==> config.mk <==
export PLATFORM = sky130hd
export DESIGN_NAME = fsi_fault_monitor
export DESIGN_NICKNAME = d
export VERILOG_FILES = /design/src/fsi_pkg.sv /design/src/fsi_bank_if.sv /design/src/fsi_sticky_bank.sv /design/src/fsi_fault_monitor.sv
export VERILOG_INCLUDE_DIRS = /design/src
export SDC_FILE = /design/constraint.sdc
export NUM_CORES = 1
export LEC_CHECK = 0
export ABC_CLOCK_PERIOD_IN_PS = 4500
export BUFFER_PORTS_ARGS = -buffer_cell sky130_fd_sc_hd__clkbuf_2
export CORE_ASPECT_RATIO = 1.4
export CORE_MARGIN = 1
export CORE_UTILIZATION = 30
export CTS_BUF_LIST = sky130_fd_sc_hd__clkbuf_4
export CTS_CLUSTER_DIAMETER = 150
export DETAILED_ROUTE_END_ITERATION = 12
export SLEW_MARGIN = 10
export SYNTH_ARGS = -nofsm -noshare
export SYNTH_HDL_FRONTEND = slang
export SYNTH_SLANG_ARGS = --single-unit
export TNS_END_PERCENT = 100
==> constraint.sdc <==
create_clock -name ref_clk -period 4.5 [get_ports ref_clk]
set_input_delay 0.675 -clock ref_clk [delete_from_list [all_inputs] [get_ports ref_clk]]
set_output_delay 0.675 -clock ref_clk [all_outputs]
set_load 0.05 [all_outputs]
==> src/fsi_params.svh <==
// Register offsets, field positions and reset values of the alarm block.
// Assumes nothing; definitions only, shared by package users and modules.
`ifndef FSI_PARAMS_SVH
`define FSI_PARAMS_SVH

// ==========================================================================
// Register offsets (16-bit management address space)
`define FSI_OFS_STATUS_MAIN 16'h000C
`define FSI_OFS_STATUS_INPUTS 16'h000D
`define FSI_OFS_STICKY_MAIN 16'h0011
`define FSI_OFS_STICKY_INPUTS 16'h0012
`define FSI_OFS_MASK_MAIN 16'h0017
`define FSI_OFS_MASK_INPUTS 16'h0018

// ==========================================================================
// Field positions in the main group
`define FSI_BIT_CALIBRATING 0
`define FSI_BIT_REF_PIN_MISSING 1
`define FSI_BIT_SELECTED_REF_MISSING 2
`define FSI_BIT_PLL_UNLOCKED 3
`define FSI_BIT_MGMT_TIMEOUT 5

// Field position and width in the inputs group (input 0 at bit 0)
`define FSI_BIT_INPUT_LSB 0
`define FSI_INPUT_COUNT 4

// ==========================================================================
// Implemented bits per group; all other bits read zero and ignore writes
`define FSI_VALID_MAIN 8'h2F
`define FSI_VALID_INPUTS 8'h0F

// Reset values
`define FSI_RST_STICKY 8'h00
`define FSI_RST_MASK 8'h00
`define FSI_RST_RDATA 8'h00
`define FSI_RST_SYNC 9'h000

`endif

==> src/fsi_pkg.sv <==
// Types shared by the alarm block modules.
// Assumes fsi_params.svh supplies all numeric constants.
package fsi_pkg;

    // ======================================================================
    // One-hot register selection produced by the address decoder
    typedef enum logic [6:0] {
        FSI_SEL_NONE = 7'b000_0001,
        FSI_SEL_STATUS_MAIN = 7'b000_0010,
        FSI_SEL_STATUS_INPUTS = 7'b000_0100,
        FSI_SEL_STICKY_MAIN = 7'b000_1000,
        FSI_SEL_STICKY_INPUTS = 7'b001_0000,
        FSI_SEL_MASK_MAIN = 7'b010_0000,
        FSI_SEL_MASK_INPUTS = 7'b100_0000
    } fsi_reg_sel_t;

    // Group index of a sticky bank
    typedef enum logic [0:0] {
        FSI_GRP_MAIN = 1'b0,
        FSI_GRP_INPUTS = 1'b1
    } fsi_group_t;

endpackage : fsi_pkg

==> src/fsi_bank_if.sv <==
// Carrier between the register front end and one sticky alarm bank.
// Assumes both ends run on the same clock; no timing of its own.
`timescale 1ns/100ps

interface fsi_bank_if;

    // ======================================================================
    // Live status, clear strobe with data, mask, and the bank's answers
    logic [7:0] status;
    logic wr_clear;
    logic [7:0] wr_data;
    logic [7:0] mask;
    logic [7:0] sticky;
    logic pending;

    modport ctrl (
        output status,
        output wr_clear,
        output wr_data,
        output mask,
        input sticky,
        input pending
    );

    modport bank (
        input status,
        input wr_clear,
        input wr_data,
        input mask,
        output sticky,
        output pending
    );

endinterface : fsi_bank_if

==> src/fsi_sticky_bank.sv <==
// One group of eight sticky alarm copies with mask gating.
// Assumes status is already synchronised to ref_clk and wr_clear is a
// single-cycle strobe from the register front end.
`timescale 1ns/100ps
`include "fsi_params.svh"

module fsi_sticky_bank #(
    parameter logic [7:0] VALID_BITS = 8'hFF
) (
    // Clock and reset
    input wire logic ref_clk,
    input wire logic reset,
    // Link to the register front end
    fsi_bank_if.bank bank
);

    logic [7:0] sticky_reg;
    logic [7:0] sticky_next;
    logic [7:0] clear_bits;

    // ======================================================================
    // Sticky update
    // Zero written clears, one leaves alone; a high status re-sets the bit
    // in the same cycle, so a clear never beats a live alarm.
    always_comb begin
        clear_bits = bank.wr_clear ? ~bank.wr_data : 8'h00;
        sticky_next = (sticky_reg & ~clear_bits) | bank.status;
        sticky_next = sticky_next & VALID_BITS;
    end

    // Sticky register, cleared by reset
    always_ff @(posedge ref_clk) begin
        if (reset) begin
            sticky_reg <= `FSI_RST_STICKY;
        end else begin
            sticky_reg <= sticky_next;
        end
    end

    // ======================================================================
    // Answers to the front end
    assign bank.sticky = sticky_reg;
    assign bank.pending = |(sticky_reg & ~bank.mask);

endmodule : fsi_sticky_bank

==> src/fsi_fault_monitor.sv <==
// Fault and status monitor: synchronises live alarms, keeps sticky copies,
// exposes status, sticky and mask registers and drives an active-low irq.
// Assumes the management interface decoder delivers single-cycle read and
// write strobes on ref_clk; alarm inputs are asynchronous to ref_clk.
//
// Operation
// - Detect missing signals on inputs and PLL unlock
// - Status readable; unlock also on dedicated pin
// - Each status bit has its own sticky copy
// - Writing zero clears sticky; one leaves it
// - Status bit 0 shows calibration in progress
// - Status bit 1 shows reference pin signal missing
// - Status bit 2 shows selected reference missing
// - Status bit 3 shows PLL unlock
// - Status bit 5 shows management bus timeout
// - Second status register holds per-input missing bits
// - Sticky bits mirror status positions at own offsets
// - Any status change interrupts, each one maskable; here only a status bit that is high sets its sticky and interrupts
// - Mask bit one blocks its sticky from interrupt
// - Interrupt when sticky and not mask is one
// - Interrupt pin low while unmasked sticky set
// - Live high status keeps sticky and interrupt set
`timescale 1ns/100ps
`include "fsi_params.svh"

module fsi_fault_monitor (
    // Clock and reset
    input wire logic ref_clk,
    input wire logic reset,
    // Live alarm detectors, asynchronous to ref_clk
    input wire logic calibrating,
    input wire logic ref_pin_signal_missing,
    input wire logic selected_ref_missing,
    input wire logic pll_unlocked,
    input wire logic mgmt_bus_timeout,
    input wire logic [3:0] per_input_signal_missing,
    // Register access from the serial management decoder
    input wire logic [15:0] reg_addr,
    input wire logic reg_wr_en,
    input wire logic [7:0] reg_wr_data,
    input wire logic reg_rd_en,
    output logic [7:0] reg_rd_data,
    output logic reg_rd_valid,
    // Alarm pins
    output logic irq_out_n,
    output logic unlock_pin_n
);

    // ======================================================================
    // Address decoding
    // Shared by the read and write paths so both see the same map.
    // Unlisted addresses fall to none: reads give zero, writes vanish.
    function automatic fsi_pkg::fsi_reg_sel_t fsi_decode(
        input logic [15:0] addr
    );
        fsi_pkg::fsi_reg_sel_t sel;
        case (addr)
            `FSI_OFS_STATUS_MAIN: begin
                sel = fsi_pkg::FSI_SEL_STATUS_MAIN;
            end
            `FSI_OFS_STATUS_INPUTS: begin
                sel = fsi_pkg::FSI_SEL_STATUS_INPUTS;
            end
            `FSI_OFS_STICKY_MAIN: begin
                sel = fsi_pkg::FSI_SEL_STICKY_MAIN;
            end
            `FSI_OFS_STICKY_INPUTS: begin
                sel = fsi_pkg::FSI_SEL_STICKY_INPUTS;
            end
            `FSI_OFS_MASK_MAIN: begin
                sel = fsi_pkg::FSI_SEL_MASK_MAIN;
            end
            `FSI_OFS_MASK_INPUTS: begin
                sel = fsi_pkg::FSI_SEL_MASK_INPUTS;
            end
            default: begin
                sel = fsi_pkg::FSI_SEL_NONE;
            end
        endcase
        return sel;
    endfunction : fsi_decode

    // ======================================================================
    // Alarm synchronisers
    // Detectors are analogue and free running; two flops guard against
    // metastability at the cost of two cycles of report latency.
    logic [8:0] alarm_raw;
    logic [8:0] alarm_meta_reg;
    logic [8:0] alarm_sync_reg;

    // Packing of the raw detector outputs
    // Bit order here fixes the status layout below; keep them in step.
    assign alarm_raw = {
        per_input_signal_missing,
        mgmt_bus_timeout,
        pll_unlocked,
        selected_ref_missing,
        ref_pin_signal_missing,
        calibrating
    };

    // Two-stage capture; first stage read only by the second
    always_ff @(posedge ref_clk) begin
        if (reset) begin
            alarm_meta_reg <= `FSI_RST_SYNC;
            alarm_sync_reg <= `FSI_RST_SYNC;
        end else begin
            alarm_meta_reg <= alarm_raw;
            alarm_sync_reg <= alarm_meta_reg;
        end
    end

    // ======================================================================
    // Live status registers
    // Combinational views of the synchronised alarms; no extra latency.
    logic [7:0] status_main;
    logic [7:0] status_inputs;

    // Main group layout; bits 4, 6 and 7 stay zero
    always_comb begin
        status_main = 8'h00;
        status_main[`FSI_BIT_CALIBRATING] = alarm_sync_reg[0];
        status_main[`FSI_BIT_REF_PIN_MISSING] = alarm_sync_reg[1];
        status_main[`FSI_BIT_SELECTED_REF_MISSING] = alarm_sync_reg[2];
        status_main[`FSI_BIT_PLL_UNLOCKED] = alarm_sync_reg[3];
        status_main[`FSI_BIT_MGMT_TIMEOUT] = alarm_sync_reg[4];
    end

    // Inputs group: input 0 at bit 0, feedback input at bit 3
    always_comb begin
        status_inputs = 8'h00;
        status_inputs[`FSI_BIT_INPUT_LSB +: `FSI_INPUT_COUNT] =
            alarm_sync_reg[8:5];
    end

    // ======================================================================
    // Write strobes
    // Writes to status match no writable register, unmapped ones decode to none; both are lost;
    // the read decode runs every cycle and is qualified later.
    fsi_pkg::fsi_reg_sel_t wr_sel;
    fsi_pkg::fsi_reg_sel_t rd_sel;

    // Write select only while the strobe is high
    assign wr_sel = reg_wr_en ? fsi_decode(reg_addr) : fsi_pkg::FSI_SEL_NONE;
    // Read select, used under the read strobe
    assign rd_sel = fsi_decode(reg_addr);

    // ======================================================================
    // Mask registers
    // Reset to zero so every alarm can interrupt until software masks it.
    logic [7:0] mask_main_reg;
    logic [7:0] mask_inputs_reg;

    // Main group mask; reserved positions are dropped on write
    always_ff @(posedge ref_clk) begin
        if (reset) begin
            mask_main_reg <= `FSI_RST_MASK;
        end else if (wr_sel == fsi_pkg::FSI_SEL_MASK_MAIN) begin
            mask_main_reg <= reg_wr_data & `FSI_VALID_MAIN;
        end
    end

    // Inputs group mask; only the four input positions exist
    always_ff @(posedge ref_clk) begin
        if (reset) begin
            mask_inputs_reg <= `FSI_RST_MASK;
        end else if (wr_sel == fsi_pkg::FSI_SEL_MASK_INPUTS) begin
            mask_inputs_reg <= reg_wr_data & `FSI_VALID_INPUTS;
        end
    end

    // ======================================================================
    // Sticky banks, one per register group
    // Bank 0 holds the main group, bank 1 the per-input group; both share
    // the write data and differ in status, strobe, mask and valid bits.
    logic [7:0] sticky_main;
    logic [7:0] sticky_inputs;
    logic [1:0] group_pending;

    genvar g;
    generate
        for (g = 0; g < 2; g = g + 1) begin : gen_bank
            fsi_bank_if bank_if ();
            localparam logic [7:0] VALID =
                (g == 0) ? `FSI_VALID_MAIN : `FSI_VALID_INPUTS;

            // Route status, clear strobe and mask of this group
            if (g == 0) begin : gen_main
                assign bank_if.status = status_main;
                assign bank_if.wr_clear =
                    (wr_sel == fsi_pkg::FSI_SEL_STICKY_MAIN);
                assign bank_if.mask = mask_main_reg;
                assign sticky_main = bank_if.sticky;
            end else begin : gen_inputs
                assign bank_if.status = status_inputs;
                assign bank_if.wr_clear =
                    (wr_sel == fsi_pkg::FSI_SEL_STICKY_INPUTS);
                assign bank_if.mask = mask_inputs_reg;
                assign sticky_inputs = bank_if.sticky;
            end
            assign bank_if.wr_data = reg_wr_data;
            assign group_pending[g] = bank_if.pending;

            fsi_sticky_bank #(
                .VALID_BITS(VALID)
            ) u_bank (
                .ref_clk(ref_clk),
                .reset(reset),
                .bank(bank_if.bank)
            );
        end
    endgenerate

    // ======================================================================
    // Read path
    // Data is registered and shown one cycle after the strobe; unmapped
    // addresses answer zero so software never sees stale data.
    // Status reads show the synchronised level, two edges behind the pin.
    logic [7:0] rd_data_next;
    logic [7:0] rd_data_reg;
    logic rd_valid_reg;

    always_comb begin
        case (rd_sel)
            fsi_pkg::FSI_SEL_STATUS_MAIN: begin
                rd_data_next = status_main;
            end
            fsi_pkg::FSI_SEL_STATUS_INPUTS: begin
                rd_data_next = status_inputs;
            end
            fsi_pkg::FSI_SEL_STICKY_MAIN: begin
                rd_data_next = sticky_main;
            end
            fsi_pkg::FSI_SEL_STICKY_INPUTS: begin
                rd_data_next = sticky_inputs;
            end
            fsi_pkg::FSI_SEL_MASK_MAIN: begin
                rd_data_next = mask_main_reg;
            end
            fsi_pkg::FSI_SEL_MASK_INPUTS: begin
                rd_data_next = mask_inputs_reg;
            end
            default: begin
                rd_data_next = 8'h00;
            end
        endcase
    end

    // Valid pulse, one cycle after every read strobe
    always_ff @(posedge ref_clk) begin
        if (reset) begin
            rd_valid_reg <= 1'h0;
        end else begin
            rd_valid_reg <= reg_rd_en;
        end
    end

    // Read data holds between reads so a slow host can still pick it up
    always_ff @(posedge ref_clk) begin
        if (reset) begin
            rd_data_reg <= `FSI_RST_RDATA;
        end else if (reg_rd_en) begin
            rd_data_reg <= rd_data_next;
        end
    end

    assign reg_rd_data = rd_data_reg;
    assign reg_rd_valid = rd_valid_reg;

    // ======================================================================
    // Alarm pins
    // Registered so the pins never glitch on decode paths; the pin can
    // still move while reset is applied, which the host must tolerate.
    logic irq_n_reg;
    logic unlock_n_reg;

    // Any unmasked sticky bit in either group pulls the pin
    logic irq_any;

    assign irq_any = |group_pending;

    // Interrupt pin, released during reset
    always_ff @(posedge ref_clk) begin
        if (reset) begin
            irq_n_reg <= 1'h1;
        end else begin
            irq_n_reg <= ~irq_any;
        end
    end

    // Unlock pin follows the synchronised status, not the raw detector,
    // so it never shows a level that the status register does not.
    always_ff @(posedge ref_clk) begin
        if (reset) begin
            unlock_n_reg <= 1'h1;
        end else begin
            unlock_n_reg <= ~status_main[`FSI_BIT_PLL_UNLOCKED];
        end
    end

    assign irq_out_n = irq_n_reg;
    assign unlock_pin_n = unlock_n_reg;

endmodule : fsi_fault_monitor

# Word level (Yosys, flattened, before mapping)
# Index checks and enable logic that the tools add are counted.
# totals
reg_bits,47
in_bits,37
out_inout_bits,11
word_cells,45
# classes
eq_ne,16
mux,5
n_bitwise,13
reduce_logical,1
# ops
cell,count
"16-bit by 5-bit == test with 1-bit output, second input constant",4
7-bit one-hot mux with 6 select lines,1
6-bit one-hot mux with 6 select lines,1
"16-bit by 4-bit == test with 1-bit output, second input constant",2
16-bit OR reduction,1
"7-bit by 4-bit == test with 1-bit output, second input constant",2
"7-bit by 5-bit == test with 1-bit output, second input constant",2
"7-bit by 6-bit == test with 1-bit output, second input constant",2
"7-bit == test, second input constant",2
6-bit inverter,2
4-bit by 8-bit AND with 8-bit output,1
6-bit by 8-bit AND with 8-bit output,1
4-bit inverter with 8-bit output,1
6-bit inverter with 8-bit output,1
"7-bit by 2-bit == test with 1-bit output, second input constant",1
"7-bit by 3-bit == test with 1-bit output, second input constant",1
7-bit 2-to-1 mux,1
6-bit AND,1
6-bit 2-to-1 mux,1
6-bit OR,1
4-bit AND,1
4-bit 2-to-1 mux,1
4-bit inverter,1
4-bit OR,1
1-bit inverter,2

# Longest topological paths before layout
# depth
depth_word,8
depth_mapped,6
ltp_nobuf,4

# Modules after synthesis
# A second synthesis with hierarchy kept.
# unflattened
hier_cells,225
area_unflattened_um2,2132.0
# modules_own_cells
module,n_inst,cells_per_inst,area_each_um2,seq_area_each_um2
fsi_fault_monitor,1,168,1642.8,760.7
fsi_sticky_bank at gen_bank[1].u_bank,1,26,250.2,80.1
fsi_sticky_bank at gen_bank[0].u_bank,1,31,239.0,100.1

# Least setup slack after synthesis
# Ideal clock, no wire load.
# synth_timing
path_type,input port to flip-flop
start,input port reg_addr[9]
end,"register rd_data_reg[2], in the netlist reg_rd_data[2]"
setup_ns,0.088
arrival_time_ns,1.982
required_time_ns,4.412
slack_ns,2.429
cell_stages,4
path_buffers,0
path_cell_list,or4_4 nor4_4 a22oi_1 a311oi_2
# synth_between
elab_chain_len,4
word_cells_on_any_way,14
cone_classes,12 x eq/ne; 2 x mux
# synth_lines
element,line_no,rtl
from (decl),fsi_fault_monitor.sv:38,"input wire logic [15:0] reg_addr,"
16-bit by 5-bit == test with 1-bit output or 16-bit by 4-bit == test with 1-bit output (tied branches),fsi_fault_monitor.sv:57,case (addr)
7-bit one-hot mux with 6 select lines *,fsi_fault_monitor.sv:57,
7-bit == test (tied with other cells),fsi_fault_monitor.sv:224,case (rd_sel)
6-bit one-hot mux with 6 select lines *,fsi_fault_monitor.sv:224,
to (signal assigned),fsi_fault_monitor.sv:261,rd_data_reg <= `FSI_RST_RDATA;
to (signal assigned),fsi_fault_monitor.sv:263,rd_data_reg <= rd_data_next;
to (decl),fsi_fault_monitor.sv:220,logic [7:0] rd_data_reg;
# Every way passes the cells marked *; elsewhere a longest branch is shown, timed or not.
# A chain may end at the register's enable or synchronous reset.

# Worst setup path in the final report
# layout_timing
start,input port reg_addr[9]
end,"register rd_data_reg[5], in the netlist reg_rd_data[5]"
# Same word-level chain as after synthesis.

==> flow_summary_export.csv <==
group,metric,value,unit
run_status,outcome,"completed",
placement,dp.cells,311,
logic_synthesis,synth-seq-area-share,45.0,%
routing,drcViolationCount,0,
sta,min_period,2.03,ns
routing,via_per_inst,5.12,
grt,grt_pass1_wl,7.25,mm
clock_tree,cts_sinks,44,
sta,worst_pin_slew,0.910,ns
grt,grtUsageTotal,13.6,%
cells_and_area,final_nets,283,
logic_synthesis,yosys_warnings,0,
floorplanning,pin_count,48,
sta,fin_ws,2.47,ns
routing,via_count,1634,
sta,timing.hold.ws,0.437,ns
critical_path,crit_arrival,2.29,ns
logic_synthesis,syn_inst,210,
clock_tree,cts_resized,0,
routing,routedWlPerCell,14.2,um
cells_and_area,fin_cells,319,
grt,grt_pass1_vias,1443,
sta,worst_clock_skew,0.0143,ns
pwr,p_int,0.000556,W
placement,place_ws,2.13,ns
logic_synthesis,ys_ff_latch,44,
pwr,power.share.clock,32.4,%
placement,dp_hpwl,3.44,mm
floorplanning,die_area,0.00686,mm^2
clock_tree,ctsRootBufferMaster,"clkbuf_4",
grt,grt_util_met3,2.70,%
sta,timing_hold_violations_final,0,
floorplanning,core,0.00625,mm^2
floorplanning,die_w,70.3,um
cells_and_area,fillCellCount,666,
cells_and_area,syn_to_final_growth,16.2,%
floorplanning,num_rows,34,
pwr,swShare,25.9,%
grt,grt.busiest_layer,"met2",
pwr,power,0.000750,W
grt,use_met2,23.8,%
sta,timing.fmax,493,MHz
floorplanning,die_h,97.6,um
critical_path,startpoint_type,"input port",
cells_and_area,final_common_cell,"dfxtp_1",
routing,initialDrtViolationCount,89,
hold_path,hold_class,"reg -> reg",
logic_synthesis,synth_cell_types,46,
pwr,powerDensity,330,mW/mm^2
sta,setup_violations,0,
logic_synthesis,synth_enable_flop_cells,0,
clock_tree,path_clk_slew,0.14,ns
critical_path,worstSetupEndpointType,"flop",
routing,wl,4.54,mm
placement,gp_congestion,0.971,
sta,rsz0062_at_grt,"no",
pwr,power_frac_seq,55.2,%
grt,antenna_found_initial,0,
clock_tree,clock_latency,0.35,ns
clock_tree,hold_buffers,0,
clock_tree,htree_num_levels,2,
critical_path,critical_path_class,"in -> reg",
critical_path,cp_top_family,"simple AND/OR/NAND/NOR gates",
critical_path,cp_slowest_cell,"or4_1",
floorplanning,start_util,31.3,%
clock_tree,cts_setup_buffers,0,
pwr,power.switching,0.000194,W
grt,gr-total-overflow,0,
logic_synthesis,async_flop_share,0,%
pwr,vdd_drop_max,152,uV
grt,grt_util_met1,15.1,%
grt,grt_max_degree,45,
critical_path,worstPathCellList,"clkbuf_2 > nor4_2 > nand4_2 > or4_1 > a311oi_2",
cells_and_area,n_antenna_cell,0,
critical_path,crit_path_max_fanout,8,
cells_and_area,mostFrequentLayoutCells,"44 x dfxtp_1, 41 x clkbuf_2, 23 x nor2_1, 20 x nor2b_1, 10 x inv_1",
sta,maxSlewViolCount,0,
flow_run,drv_cap,0,
clock_tree,cts.path.max_buffers,2,
sta,slew_headroom,39.4,%
clock_tree,cts_made_buffers,5,
routing,antenna_left,0,
critical_path,cpPeakStageDelay,0.56,ns
critical_path,worstPathRequired,4.77,ns
placement,port_buffers,41,
logic_synthesis,synth.cell_area,0.00196,mm^2
sta,final.setup.tns,0,ns
critical_path,path_buf_inv,1,
clock_tree,cts_tree,"yes",
cells_and_area,drive_above_1_share,24.3,%
pwr,power.leakage,0.844,nW
sta,post-route-period-util,45.0,%
routing,dr.pass1.iters,4,
logic_synthesis,yosys_most_used_dff,"dfxtp_1",
logic_synthesis,avgSynthCellArea,9.33,um^2
pwr,combPwrFrac,12.4,%
worst paths after layout:
check | from | endpoint | slack, ns | depth (start not counted)
max | reg_addr[9] | reg_rd_data[5] | 2.47 | 5
min | alarm_sync_reg[3] | unlock_pin_n | 0.44 | 1
max reg2reg | alarm_sync_reg[4] | reg_rd_data[5] | 3.23 | 3
min reg2reg | alarm_sync_reg[3] | unlock_pin_n | 0.44 | 1
cell type report:
type                    instances  area, um^2  area share, %
inverters                      10        37.5           1.65
well taps                      72        90.1           3.96
flip-flops and latches         44         881           38.7
repair buffers                 41         205           9.02
clock buffers                   5        37.5           1.65
clock inverters                 3        42.5           1.87
multi-input cells             144         982           43.2
routing by layer:
layer	part of all wire, %	vias up
li1	-	834
met1	42	754
met4	3.2	0
met2	52	37
met5	0	-
met3	3.0	9
synth_stat cells, drive strengths merged, types with 2 or more instances:
library cell  number  area, um^2
o21ai              9        45.0
nand3              7        35.0
a2bb2oi            3        26.3
a211oi            10        80.1
a31oi              2        12.5
dfxtp             44         881
buf                5        32.5
a22o               4        35.0
o2bb2ai            2        17.5
a311oi             2        30.0
inv               10        37.5
mux2i              4        40.0
nor2              23        86.3
and4               2        17.5
nand2b             3        18.8
nor2b             20         125
a21oi              9        45.0
nor4               5        80.1
a22oi              4        30.0
or4                4        37.5
clkbuf             9        33.8
o21bai             2        15.0
nand4              7        50.1
and3               2        12.5
nor3b              2        15.0
stage by stage:
| stage | instance area, um^2 | util, % |
|---|---|---|
| detailed placement | 2200 | 35.1 |
| global placement | 2200 | 35.1 |
| finish | 2280 | 36.4 |
| global route | 2280 | 36.4 |
| floorplan | 1970 | - |
| CTS | 2280 | 36.4 |
logic make-up after synthesis:
| logic type | Yosys count | share of synthesized area, % |
|---|---|---|
| other cells | 1 | 0.191 |
| flops | 44 | 45.0 |
| simple gates | 84 | 27.8 |
| buf+inv | 24 | 5.30 |
| mux | 4 | 2.04 |
| compound gates | 53 | 19.7 |
power by group through the flow:
stage	clock network (W)	logic [W]	registers, W
after global routing	0.000267	0.000101	0.000416
after floorplan	0	0.0000517	0.000434
after detailed placement	0	0.0000941	0.000423
final	0.000243	0.0000933	0.000414
after global placement	0	0.0000932	0.000423
after CTS	0.000252	0.0000944	0.000414
worst reg2reg max path: stages, from the launching register on:
cell	delay (ns)
dfxtp_1	0.38
inv_1	0.04
or4_1	0.51
a311oi_2	0.26
Power figures use the tool's default switching activity.
